===== config.mk =====
export PLATFORM = sky130hd
export DESIGN_NAME = stm_timer
export DESIGN_NICKNAME = d
export VERILOG_FILES = /design/src/rtl/stm_pkg.sv /design/src/rtl/stm_timer.sv
export VERILOG_INCLUDE_DIRS = /design/src /design/src/rtl
export SDC_FILE = /design/constraint.sdc
export NUM_CORES = 1
export LEC_CHECK = 0
export ABC_AREA = 1
export CORE_MARGIN = 3
export CORE_UTILIZATION = 65
export CTS_CLUSTER_DIAMETER = 50
export CTS_CLUSTER_SIZE = 16
export DETAILED_ROUTE_END_ITERATION = 6
export DONT_BUFFER_PORTS = 1
export PLACE_DENSITY = 0.83
export SYNTH_ARGS = -nofsm -noshare
export SYNTH_HDL_FRONTEND = slang
export SYNTH_SLANG_ARGS = --single-unit

===== constraint.sdc =====
create_clock -name i_ref_clk -period 5.4 [get_ports i_ref_clk]
set_input_delay 1.08 -clock i_ref_clk [delete_from_list [all_inputs] [get_ports i_ref_clk]]
set_output_delay 1.08 -clock i_ref_clk [all_outputs]
set_load 0.02 [all_outputs]

===== src/rtl/stm_defines.svh =====
`ifndef STM_DEFINES_SVH
`define STM_DEFINES_SVH
// ----------------------------------------
// register offsets
// ----------------------------------------
`define STM_OFF_CTRL0 4'h0
`define STM_OFF_CTRL1 4'h1
`define STM_OFF_CNT_LO 4'h2
`define STM_OFF_CNT_HI 4'h3
`define STM_OFF_A_COMPARE_VALUE_LO 4'h4
`define STM_OFF_A_COMPARE_VALUE_HI 4'h5
`define STM_OFF_PERIOD 4'h6
`define STM_OFF_FLAGS 4'h7
// ----------------------------------------
// field positions
// ----------------------------------------
`define STM_C0_PAUSE 7
`define STM_C0_CKSEL_HI 6
`define STM_C0_CKSEL_LO 4
`define STM_C0_ENABLE 3
`define STM_C1_CCLR 0
`define STM_C1_DPX 1
`define STM_C1_POL 2
`define STM_C1_OC 3
`define STM_FL_A 0
`define STM_FL_P 1
// ----------------------------------------
// reset values and encodings
// ----------------------------------------
`define STM_RST_BYTE 8'h00
`define STM_RST_WORD 16'h0000
`define STM_MODE_CMP 2'h0
`define STM_MODE_CAP 2'h1
`define STM_MODE_PWM 2'h2
`define STM_MODE_TMR 2'h3
`define STM_IO_00 2'h0
`define STM_IO_01 2'h1
`define STM_IO_10 2'h2
`define STM_IO_11 2'h3
`define STM_CK_SYS4 3'h0
`define STM_CK_SYS 3'h1
`define STM_CK_H16 3'h2
`define STM_CK_H64 3'h3
`define STM_CK_TBC 3'h4
`define STM_CK_EXTR 3'h6
`define STM_CK_EXTF 3'h7
`define STM_PRESC_W 6
`endif


===== src/rtl/stm_pkg.sv =====
package stm_pkg;
	// all state of the timer in one word
	typedef struct packed {
		logic [7:0] ctrl0;
		logic [7:0] ctrl1;
		logic [7:0] period;
		logic [15:0] a_compare_value;
		logic [15:0] count;
		logic [1:0] flags;
		logic [7:0] rdata;
		logic [5:0] presc;
		logic en_prev;
		logic pin;
		logic oe_n;
		logic ext_s1;
		logic ext_s2;
		logic ext_prev;
		logic cap_s1;
		logic cap_s2;
		logic cap_prev;
	} stm_state_t;
endpackage


===== src/rtl/stm_timer.sv =====
// Local design decisions: the address-and-strobe port and the register offsets.
`timescale 1ns/1ps
`include "stm_defines.svh"
module stm_timer
	import stm_pkg::*;
(
	input wire logic i_ref_clk,
	input wire logic i_reset_n,
	input wire logic [3:0] i_addr,
	input wire logic [7:0] i_wdata,
	input wire logic i_wr,
	input wire logic i_rd,
	input wire logic i_ext_clock_pin,
	input wire logic i_capture_pin,
	input wire logic i_clk_h16,
	input wire logic i_clk_h64,
	input wire logic i_clk_tbc,
	output logic [7:0] o_rdata,
	output logic o_timer_output_pin,
	output logic o_pin_oe_n,
	output logic o_a_match_flag,
	output logic o_p_match_flag
);
	// ----------------------------------------
	// state
	// ----------------------------------------
	stm_state_t q; // registered state
	stm_state_t d; // next state
	logic [1:0] mode; // operating mode
	logic [1:0] io; // pin function
	logic enable; // module enable bit
	logic en_rise; // enable rising transition
	logic tick; // counter clock enable
	logic ext_edge; // selected external edge
	logic ext_rise; // external rising edge
	logic ext_fall; // external falling edge
	logic cap_edge; // capture edge event
	logic p_match; // comparator p match
	logic a_match; // comparator a match
	logic is_pwm; // pwm output mode
	logic is_pulse; // single pulse mode
	logic pwm_act; // pwm active phase
	logic pwm_lvl; // pwm pin level
	logic [16:0] per_len; // period byte span
	logic [15:0] nxt_cnt; // counter plus one
	logic wr_flags; // write to flags
	// ----------------------------------------
	// decode
	// ----------------------------------------
	logic pause; // counter pause bit
	logic [2:0] ck_sel; // counter clock source
	logic clr_sel; // clear-select bit
	logic swap; // duty/period swap bit
	logic pol; // output polarity bit
	logic oc; // output-control bit
	logic [16:0] cnt_ext; // counter widened for compares
	logic [16:0] nxt_ext; // counter plus one, widened
	logic [16:0] a_compare_value_ext; // a compare widened
	logic cap_rise; // capture pin rising edge
	logic cap_fall; // capture pin falling edge
	logic act_lvl; // pin level in active phase
	logic idle_lvl; // pin level in inactive phase
	logic clr_cnt; // counter clears on this tick
	logic set_a; // raise the a flag
	logic set_p; // raise the p flag
	logic src_tick; // selected source pulse
	// decode control bits
	always_comb begin
		mode = q.ctrl1[7:6];
		io = q.ctrl1[5:4];
		oc = q.ctrl1[`STM_C1_OC];
		pol = q.ctrl1[`STM_C1_POL];
		swap = q.ctrl1[`STM_C1_DPX];
		clr_sel = q.ctrl1[`STM_C1_CCLR];
		pause = q.ctrl0[`STM_C0_PAUSE];
		ck_sel = q.ctrl0[`STM_C0_CKSEL_HI:`STM_C0_CKSEL_LO];
		enable = q.ctrl0[`STM_C0_ENABLE];
		en_rise = enable && !q.en_prev;
		is_pwm = (mode == `STM_MODE_PWM) && (io != `STM_IO_11);
		is_pulse = (mode == `STM_MODE_PWM) && (io == `STM_IO_11);
		wr_flags = i_wr && (i_addr == `STM_OFF_FLAGS);
	end
	// ----------------------------------------
	// pin edges
	// ----------------------------------------
	// edges compare the second sync stage with its delayed copy,
	// so the first stage never feeds logic directly
	always_comb begin
		ext_rise = q.ext_s2 && !q.ext_prev;
		ext_fall = !q.ext_s2 && q.ext_prev;
		cap_rise = q.cap_s2 && !q.cap_prev;
		cap_fall = !q.cap_s2 && q.cap_prev;
		// falling select picks the falling edge, else rising
		if (ck_sel == `STM_CK_EXTF) begin
			ext_edge = ext_fall;
		end else begin
			ext_edge = ext_rise;
		end
		// capture edge chosen by the pin-function bits
		unique case (io)
			`STM_IO_00: cap_edge = cap_rise;
			`STM_IO_01: cap_edge = cap_fall;
			`STM_IO_10: cap_edge = cap_rise || cap_fall;
			`STM_IO_11: cap_edge = 1'b0;
		endcase
	end
	// ----------------------------------------
	// counter clock
	// ----------------------------------------
	// one-cycle enable pulse from the selected source
	always_comb begin
		unique case (ck_sel)
			`STM_CK_SYS4: src_tick = (q.presc[1:0] == 2'h3); // divide by four
			`STM_CK_SYS: src_tick = 1'b1; // every clock
			`STM_CK_H16: src_tick = i_clk_h16;
			`STM_CK_H64: src_tick = i_clk_h64;
			`STM_CK_TBC: src_tick = i_clk_tbc;
			`STM_CK_EXTR: src_tick = ext_rise;
			`STM_CK_EXTF: src_tick = ext_fall;
			default: src_tick = 1'b0; // reserved code stops the counter
		endcase
		// counting needs the module on and not paused
		tick = src_tick && enable && !pause;
	end
	// ----------------------------------------
	// comparators
	// ----------------------------------------
	// compares run one bit wider so a zero period can mean 65536
	always_comb begin
		cnt_ext = {1'b0, q.count};
		nxt_ext = cnt_ext + 17'h00001;
		nxt_cnt = nxt_ext[15:0]; // wraps to zero past the top
		a_compare_value_ext = {1'b0, q.a_compare_value};
		if (q.period == `STM_RST_BYTE) begin
			per_len = 17'h10000;
		end else begin
			per_len = {1'b0, q.period, 8'h00};
		end
		// matches fire on the tick that would reach the value
		p_match = tick && (nxt_ext == per_len);
		a_match = tick && (nxt_ext == a_compare_value_ext);
	end
	// ----------------------------------------
	// pwm waveform
	// ----------------------------------------
	// active phase and pin levels
	always_comb begin
		if (swap) begin
			pwm_act = cnt_ext < per_len;
		end else begin
			pwm_act = cnt_ext < a_compare_value_ext;
		end
		act_lvl = oc ^ pol;
		idle_lvl = ~oc ^ pol;
		// forced levels leave the counting untouched
		unique case (io)
			`STM_IO_00: pwm_lvl = idle_lvl;
			`STM_IO_01: pwm_lvl = act_lvl;
			`STM_IO_10: pwm_lvl = pwm_act ? act_lvl : idle_lvl;
			`STM_IO_11: pwm_lvl = idle_lvl; // single pulse handled apart
		endcase
	end
	// ----------------------------------------
	// next state
	// ----------------------------------------
	// all register, counter, flag and pin updates
	always_comb begin
		d = q;
		set_a = 1'b0;
		set_p = 1'b0;
		clr_cnt = 1'b0;
		d.rdata = `STM_RST_BYTE; // read data stands one cycle
		d.presc = q.presc + 6'h01; // free running divider
		// two-stage synchronisers and delayed copies
		d.ext_s1 = i_ext_clock_pin;
		d.ext_s2 = q.ext_s1;
		d.ext_prev = q.ext_s2;
		d.cap_s1 = i_capture_pin;
		d.cap_s2 = q.cap_s1;
		d.cap_prev = q.cap_s2;
		d.en_prev = enable;
		// software writes
		if (i_wr) begin
			unique case (i_addr)
				`STM_OFF_CTRL0: d.ctrl0 = {i_wdata[7:3], 3'h0}; // low bits unused
				`STM_OFF_CTRL1: d.ctrl1 = i_wdata;
				`STM_OFF_A_COMPARE_VALUE_LO: d.a_compare_value[7:0] = i_wdata;
				`STM_OFF_A_COMPARE_VALUE_HI: d.a_compare_value[15:8] = i_wdata;
				`STM_OFF_PERIOD: d.period = i_wdata;
				default: ; // counter is read only, flags below
			endcase
		end
		// flags clear where software writes zero
		if (wr_flags) begin
			d.flags = q.flags & i_wdata[1:0];
		end
		// counter and match handling per mode
		if (en_rise) begin
			d.count = `STM_RST_WORD;
		end else if (tick) begin
			unique case (mode)
				`STM_MODE_CMP, `STM_MODE_TMR: begin
					if (clr_sel) begin
						clr_cnt = a_match;
						set_a = a_match;
					end else begin
						clr_cnt = p_match;
						set_a = a_match;
						set_p = p_match;
					end
				end
				`STM_MODE_PWM: begin
					if (is_pulse) begin
						set_a = a_match;
					end else if (swap) begin
						clr_cnt = a_match;
						set_a = a_match;
						set_p = p_match;
					end else begin
						clr_cnt = p_match;
						set_a = a_match;
						set_p = p_match;
					end
				end
				`STM_MODE_CAP: begin
					clr_cnt = p_match;
					set_p = p_match;
				end
			endcase
			// single pulse only returns to zero on enable rise
			if (clr_cnt) begin
				d.count = `STM_RST_WORD;
			end else begin
				d.count = nxt_cnt;
			end
		end
		// capture latches the running count into the a register
		if ((mode == `STM_MODE_CAP) && enable && cap_edge) begin
			d.a_compare_value = q.count;
			set_a = 1'b1;
		end
		// single pulse: pin edge starts, a match ends
		if (is_pulse) begin
			if (ext_edge) begin
				d.ctrl0[`STM_C0_ENABLE] = 1'b1;
			end
			if (a_match) begin
				d.ctrl0[`STM_C0_ENABLE] = 1'b0;
			end
		end
		// a raising event wins over a clear in the same cycle
		d.flags = d.flags | {set_p, set_a};
		// output pin per mode
		unique case (mode)
			`STM_MODE_CMP: begin
				if (en_rise) begin
					d.pin = oc;
				end else if (a_match) begin
					// only comparator a moves the pin
					unique case (io)
						`STM_IO_00: d.pin = q.pin;
						`STM_IO_01: d.pin = 1'b0;
						`STM_IO_10: d.pin = 1'b1;
						`STM_IO_11: d.pin = ~q.pin;
					endcase
				end
			end
			`STM_MODE_PWM: begin
				if (is_pwm) begin
					if (enable) begin
						d.pin = pwm_lvl;
					end else begin
						d.pin = idle_lvl;
					end
				end else if (d.ctrl0[`STM_C0_ENABLE]) begin
					d.pin = act_lvl;
				end else begin
					d.pin = idle_lvl;
				end
			end
			`STM_MODE_CAP, `STM_MODE_TMR: begin
				d.pin = q.pin;
			end
		endcase
		// capture and timer modes leave the pin to others
		d.oe_n = (mode == `STM_MODE_CAP) || (mode == `STM_MODE_TMR);
		// register reads, answered in the next cycle
		if (i_rd) begin
			unique case (i_addr)
				`STM_OFF_CTRL0: d.rdata = q.ctrl0;
				`STM_OFF_CTRL1: d.rdata = q.ctrl1;
				`STM_OFF_CNT_LO: d.rdata = q.count[7:0];
				`STM_OFF_CNT_HI: d.rdata = q.count[15:8];
				`STM_OFF_A_COMPARE_VALUE_LO: d.rdata = q.a_compare_value[7:0];
				`STM_OFF_A_COMPARE_VALUE_HI: d.rdata = q.a_compare_value[15:8];
				`STM_OFF_PERIOD: d.rdata = q.period;
				`STM_OFF_FLAGS: d.rdata = {6'h00, q.flags};
				default: d.rdata = `STM_RST_BYTE; // unused offsets read zero
			endcase
		end
	end
	// ----------------------------------------
	// state register
	// ----------------------------------------
	// asynchronous reset clears everything
	always_ff @(posedge i_ref_clk or negedge i_reset_n) begin
		if (!i_reset_n) begin
			q <= '0;
		end else begin
			q <= d;
		end
	end
	// ----------------------------------------
	// outputs
	// ----------------------------------------
	// every output taken straight from the state register
	assign o_rdata = q.rdata;
	assign o_timer_output_pin = q.pin;
	assign o_pin_oe_n = q.oe_n;
	assign o_a_match_flag = q.flags[`STM_FL_A];
	assign o_p_match_flag = q.flags[`STM_FL_P];
endmodule


# Yosys cells after proc, flatten, opt, wreduce, memory -nomap -nowiden
# Index checks and enable logic that the tools add are counted.
# word_totals
word_cells,141
inputBits,21
reg_bits,78
# op_classes
n_eq_ne,25
magnitude_cmp,2
n_addsub,2
n_reduce_logical,41
bitwise,7
muxes,45
# op_table
cell,count
16-bit 2-to-1 mux,4
8-bit case mux with 8 select lines,1
8-bit 2-to-1 mux,5
36-bit 2-to-1 mux,1
1-bit 2-to-1 mux,24
"16-bit by 1-bit adder with 17-bit output, second input constant",1
17-bit by 16-bit == test with 1-bit output,1
17-bit == test,1
16-bit by 17-bit less-than comparator with 1-bit output,1
17-bit 2-to-1 mux,1
"4-bit by 3-bit == test with 1-bit output, second input constant",4
16-bit less-than comparator,1
1-bit logical AND,14
1-bit case mux with 3 select lines,4
"2-bit == test, second input constant",5
2-bit AND reduction,5
"3-bit == test, second input constant",3
"4-bit by 2-bit == test with 1-bit output, second input constant",2
8-bit logical NOT,1
2-bit nonzero test,4
1-bit case mux with 7 select lines,1
"6-bit by 1-bit adder with 6-bit output, second input constant",1
"3-bit by 2-bit == test with 1-bit output, second input constant",2
1-bit logical NOT,6
20 further kinds,29

# Depth between registers and ports, before layout
# logic_depth
depth_word,14
ltp_mapped,20
ltp_nobuf,20

# Worst setup path after synthesis
# OpenSTA, ideal clock, no wires.
# synth_path
kind,input port to flip-flop
from,input i_clk_h16
to,register q (netlist bit cnt_ext[0])
path_stages,16
path_buffers,1
arrival_ns,2.361
setup_time_ns,0.121
path_slack_ns,2.919
path_cell_list,nor2_1 > nor2_1 > nand3_1 > nand2_1 > nand3_1 > nor2_1 > nand3_1 > nor2_2 > nand3_1 > nand2_1 > inv_1 > o21ai_1 > nand2_2 > nand2_4 > buf_12 > a21oi_2
# synth_via
elab_chain_len,12
elab_cells_between_ends,15
cone_classes,mux (10); reduce/logical (5)
# synth_rtl
element,line,text
from (decl),stm_timer.sv:15,"input wire logic i_clk_h16,"
1-bit case mux with 7 select lines (*),stm_timer.sv:112,unique case (ck_sel)
1-bit logical AND (*) (2 in series),stm_timer.sv:123,tick = src_tick && enable && !pause;
1-bit logical AND (on tied branches),"stm_timer.sv:140, stm_timer.sv:141",
1-bit 2-to-1 mux,stm_timer.sv:215,end else if (swap) begin
1-bit 2-to-1 mux,stm_timer.sv:213,if (is_pulse) begin
1-bit case mux with 3 select lines,stm_timer.sv:201,unique case (mode)
1-bit 2-to-1 mux,stm_timer.sv:200,end else if (tick) begin
1-bit 2-to-1 mux,stm_timer.sv:198,if (en_rise) begin
16-bit 2-to-1 mux,stm_timer.sv:231,if (clr_cnt) begin
16-bit 2-to-1 mux,stm_timer.sv:200,
16-bit 2-to-1 mux,stm_timer.sv:198,
to (signal assigned),stm_timer.sv:308,q <= '0;
to (signal assigned),stm_timer.sv:310,q <= d;
to (decl),stm_timer.sv:27,stm_state_t q;
# Every way passes the cells marked *; elsewhere a longest branch is shown, timed or not. The select of a mux whose other input is x is not followed.
# A chain may end at the register's enable or synchronous reset.

# Worst setup path after layout
# layout_path
from,register q (netlist bit cnt_ext[0])
to,register q (netlist bit cnt_ext[1])
# layout_via
elab_chain_len,11
elab_cells_between_ends,14
cone_classes,add/sub (1); eq/ne (2); mux (9); reduce/logical (2)
# layout_rtl
element,line,text
16-bit by 1-bit adder with 17-bit output (*),stm_timer.sv:131,nxt_ext = cnt_ext + 17'h00001;
17-bit == test / 17-bit by 16-bit == test with 1-bit output (equally long branches),"stm_timer.sv:140, stm_timer.sv:141",
1-bit logical AND (on tied branches),"stm_timer.sv:140, stm_timer.sv:141",
1-bit 2-to-1 mux,stm_timer.sv:215,
1-bit 2-to-1 mux,stm_timer.sv:213,
1-bit case mux with 3 select lines,stm_timer.sv:201,
1-bit 2-to-1 mux,stm_timer.sv:200,
1-bit 2-to-1 mux,stm_timer.sv:198,
16-bit 2-to-1 mux (*),stm_timer.sv:231,
16-bit 2-to-1 mux (*),stm_timer.sv:200,
16-bit 2-to-1 mux (*),stm_timer.sv:198,
# Marked as above.

==> reports/qor.csv <==
stage;metric;value;unit
yosys;synthesis.yosys.warnings;0;
floorplan;io-pin-count;33;
yosys;synth_async_sr_flop_share;100.0;%
global_route;grt_first_pass_wirelength;26.52;mm
worst_setup_path;cp_slowest_cell;sky130_fd_sc_hd__dfrtp_1;
worst_setup_path;cp_slowest_stage_delay;0.43;ns
floorplan;dieHeight;95.76;um
finish;drive_above_1_share;6.630;%
clock_network;hold_buffers;0;
yosys;synth.ff_latch_count;74;
yosys;most_frequent_cells_after_synthesis;sky130_fd_sc_hd__nand2_1, sky130_fd_sc_hd__inv_1, sky130_fd_sc_hd__dfrtp_1;
route;remaining_drc_errors;0;
floorplan;die_width;95.76;um
sta;max_freq;0.3495;GHz
floorplan;row_count;32;
yosys;yosys-top-cells-area;sky130_fd_sc_hd__dfrtp_1, sky130_fd_sc_hd__nand2_1, sky130_fd_sc_hd__ha_1;
global_route;via_count_of_the_first_global_routing_pass;4975;
worst_setup_path;worstPathBufferInverterCount;2;
global_route;gr-total-overflow;0;
route;firstDrtPassIters;5;
finish;antennaDiodeCount;0;
power;p_leak;2.786;nW
placed_design;io_buffer_count;0;
power;sw_frac_of_total;44.70;%
route;route.final.wire_length;17.06;mm
power;sequentialPowerShare;40.4;%
global_route;combined_global_route_utilization_of_all_metal_layers;39.05;%
power;vdd_drop_max;0.2077;mV
finish;finalNetCount;778;
sta;rsz0062_at_grt;false;
yosys;mappedNetlistNets;781;
power;post-layout-total-power;2.060;mW
job;maxCapViolCount;0;
global_route;use_met1;53.92;%
yosys;yosys.area.top_type;sky130_fd_sc_hd__dfrtp_1;
floorplan;core_area;7767;um^2
global_route;globalRouteMet3Util;8.600;%
power;power.clock.fraction;22.7;%
clock_network;cts_num_sinks;74;
yosys;synth-edff-count;0;
sta;period_share;52.99;%
placed_design;post-dp-hpwl;13.27;mm
route;detail_route_antenna_nets;0;
sta;timing_max_transition_violations_final;0;
sta;timing.final.crit_period;2.861;ns
min_path;worstHoldPathType;reg2reg;
power;cellPowerDensity;376.2;nW/um^2
worst_setup_path;crit_path_cell_trace;inv_1 > nor2_1 > nand2_1 > nand2_1 > nand3_1 > nor2_1 > nand2_1 > nor2_1 > nand3_1 > nor2_2 > nand3_1 > nand2_1 > inv_1 > o21ai_1 > nand2_2 > nand2_4 > o21ai_0;
clock_network;postCtsSetupRepairBufs;0;
yosys;synth_area_per_cell;7.252;um^2
power;power_report.internal_total;1.139;mW
power;netSwitchingPower;0.9209;mW
worst_setup_path;cp-start-kind;flop;
sta;maxSlewHeadroom;35.92;%
sta;setup-violations-final;0;
route;vias;5222;
sta;setup-tns-final;0;ns
sta;final_hold_viol_count;0;
route;post_dr_wirelength_cell;20.65;um
yosys;yosysMostFrequentCell;sky130_fd_sc_hd__nand2_1;
placed_design;gp_congestion;1.007;
route;detail_route.iter0.violations;554;
worst_setup_path;critPathMaxFanout;14;
clock_network;tritoncts.num_buffers;9;
sta;worst_pin_slew;0.9612;ns
worst_setup_path;critical_path.top_delay_family;simple AND/OR/NAND/NOR gates;
worst_setup_path;required;5.62;ns
yosys;synth_flop_cell;sky130_fd_sc_hd__dfrtp_1;
finish;fin_area;5477;um^2
yosys;post_synth_instance_area;5236;um^2
clock_network;cts_root_buffer;sky130_fd_sc_hd__clkbuf_8;
clock_network;cts_tree;done;
yosys;post_synth_inst_count;722;
global_route;maximum_number_of_pins_on_one_net_before_global_route_repair;75;
worst_setup_path;worst_path_most_repeated_cell;sky130_fd_sc_hd__nand2_1;
worst_setup_path;critical_path.endpoint_type;flop;
clock_network;path_clk_slew;0.09;ns
yosys;yosysSeqAreaShare;35.36;%
global_route;groute.layer.met2.usage;58.43;%
yosys;synthDominantCellAreaShare;35.36;%
outcome;status;complete, no violations;
floorplan;start_util;67.41;%
placed_design;postPlaceCellArea;5269;um^2
clock_network;max-clock-path-buffers;2;
sta;clock_skew;0.01528;ns
clock_network;clock_insertion_delay_worst_skew;0.35;ns
route;via_per_inst;6.322;
finish;area_growth_syn_to_layout;4.588;%
worst_setup_path;cp_data_arrival_time;3.08;ns
global_route;grt-busiest-layer;met2;
global_route;number_of_antenna_violations_at_the_first_check_in_global_routing;0;
clock_network;cts.htree.levels;3;
floorplan;design.die.area;9169;um^2
power;comb_power_share;36.9;%
clock_network;cts.repair.resized;0;
worst_setup_path;setup.worst_path.class;reg2reg;
yosys;netlist-cell-type-count;40;
[metrics by stage]
stage	utilization [%]	setup WS, ns	std cells	hold slack (ns)
2_1_floorplan	-	2.919	722	0.3312
3_3_place_gp	67.83	2.673	810	0.3324
3_5_place_dp	67.83	2.635	810	0.3516
4_1_cts	70.51	2.638	826	0.3817
5_1_grt	70.51	2.238	826	0.3868
6_report	70.51	2.539	826	0.3809
[area by class of cell]
cell class / instances / area [um^2]
clock buffer: 9 / 123.9
timing repair buffer: 1 / 7.507
multi-input combinational: 521 / 2861
sequential: 74 / 1852
clock inverter: 7 / 83.83
fill: 649 / 2291
inverter: 112 / 420.4
tap: 102 / 127.6
[worst register-to-register path, cell delays in order, from the launching register on]
cell	delay, ns
sky130_fd_sc_hd__dfrtp_1	0.43
sky130_fd_sc_hd__inv_1	0.16
sky130_fd_sc_hd__nor2_1	0.39
sky130_fd_sc_hd__nand2_1	0.12
sky130_fd_sc_hd__nand2_1	0.13
sky130_fd_sc_hd__nand3_1	0.10
sky130_fd_sc_hd__nor2_1	0.13
sky130_fd_sc_hd__nand2_1	0.12
sky130_fd_sc_hd__nor2_1	0.12
sky130_fd_sc_hd__nand3_1	0.08
sky130_fd_sc_hd__nor2_2	0.19
sky130_fd_sc_hd__nand3_1	0.09
sky130_fd_sc_hd__nand2_1	0.09
sky130_fd_sc_hd__inv_1	0.04
sky130_fd_sc_hd__o21ai_1	0.08
sky130_fd_sc_hd__nand2_2	0.10
sky130_fd_sc_hd__nand2_4	0.24
sky130_fd_sc_hd__o21ai_0	0.13
[cell families (layout without fill, tap and decap cells)]
family,after synthesis,in the layout,synth area share [%]
compound gates,129,129,15.56
xor+xnor,9,9,1.505
fa+ha+maj,38,38,9.080
buf+inv,127,129,9.988
flops,74,74,35.36
simple gates,345,345,28.51
[final timing paths]
kind                            start     endpoint  slack, ns  depth (start not counted)
setup / recovery           cnt_ext[0]   cnt_ext[1]       2.54                         17
hold reg to reg                  d[1]         d[0]       0.38                          0
hold / removal                   d[1]         d[0]       0.38                          0
setup reg to reg           cnt_ext[0]   cnt_ext[1]       2.54                         17
min in group asynchronous   i_reset_n   cnt_ext[9]       0.42                          0
max in group asynchronous   i_reset_n  cnt_ext[10]       4.84                          0
[sequential cells by signal, indices dropped and copies added (netlist names), 2 cells and up]
name                 count
d                        5
o_rdata                  8
io                       2
a_compare_value_ext     16
q                       14
cnt_ext                 16
ck_sel                   3
mode                     2
[metal layers]
layer  up-vias  share of wire (%)
met1      2429                 39
met5         -                  0
met3        56                 13
met4         0                4.1
met2       379                 44
li1       2358                  -
[cells in the final DEF, fill, tap and decap left out, types with 2 or more instances in the layout]
master / netlist / layout
sky130_fd_sc_hd__xor2_1: 8 / 8
sky130_fd_sc_hd__inv_6: 0 / 2
sky130_fd_sc_hd__clkbuf_8: 0 / 9
sky130_fd_sc_hd__nand3_1: 51 / 51
sky130_fd_sc_hd__nand2_4: 3 / 3
sky130_fd_sc_hd__a21oi_1: 29 / 29
sky130_fd_sc_hd__nand4_1: 9 / 9
sky130_fd_sc_hd__o21ai_0: 44 / 44
sky130_fd_sc_hd__nor2_1: 53 / 53
sky130_fd_sc_hd__inv_1: 109 / 109
sky130_fd_sc_hd__nor3_1: 6 / 6
sky130_fd_sc_hd__ha_1: 38 / 38
sky130_fd_sc_hd__nor2_2: 5 / 5
sky130_fd_sc_hd__nand2_1: 205 / 205
sky130_fd_sc_hd__a31oi_1: 2 / 2
sky130_fd_sc_hd__a2111oi_0: 2 / 2
sky130_fd_sc_hd__dfrtp_1: 74 / 74
sky130_fd_sc_hd__o221ai_1: 16 / 16
sky130_fd_sc_hd__o22ai_1: 14 / 14
sky130_fd_sc_hd__nand3b_1: 2 / 2
sky130_fd_sc_hd__nand2_2: 6 / 6
sky130_fd_sc_hd__clkinv_4: 0 / 2
sky130_fd_sc_hd__o21ai_2: 9 / 9
sky130_fd_sc_hd__inv_2: 2 / 2
sky130_fd_sc_hd__a221oi_1: 5 / 5
[power by group through the flow]
stage	Combinational, mW	Sequential (mW)	Clock, mW
after floorplan	0.552	0.774	0
after CTS	0.736	0.824	0.466
after detailed placement	0.732	0.835	0
after global routing	0.846	0.848	0.491
after global placement	0.703	0.830	0
final	0.759	0.833	0.468
Power figures use the tool's default switching activity.
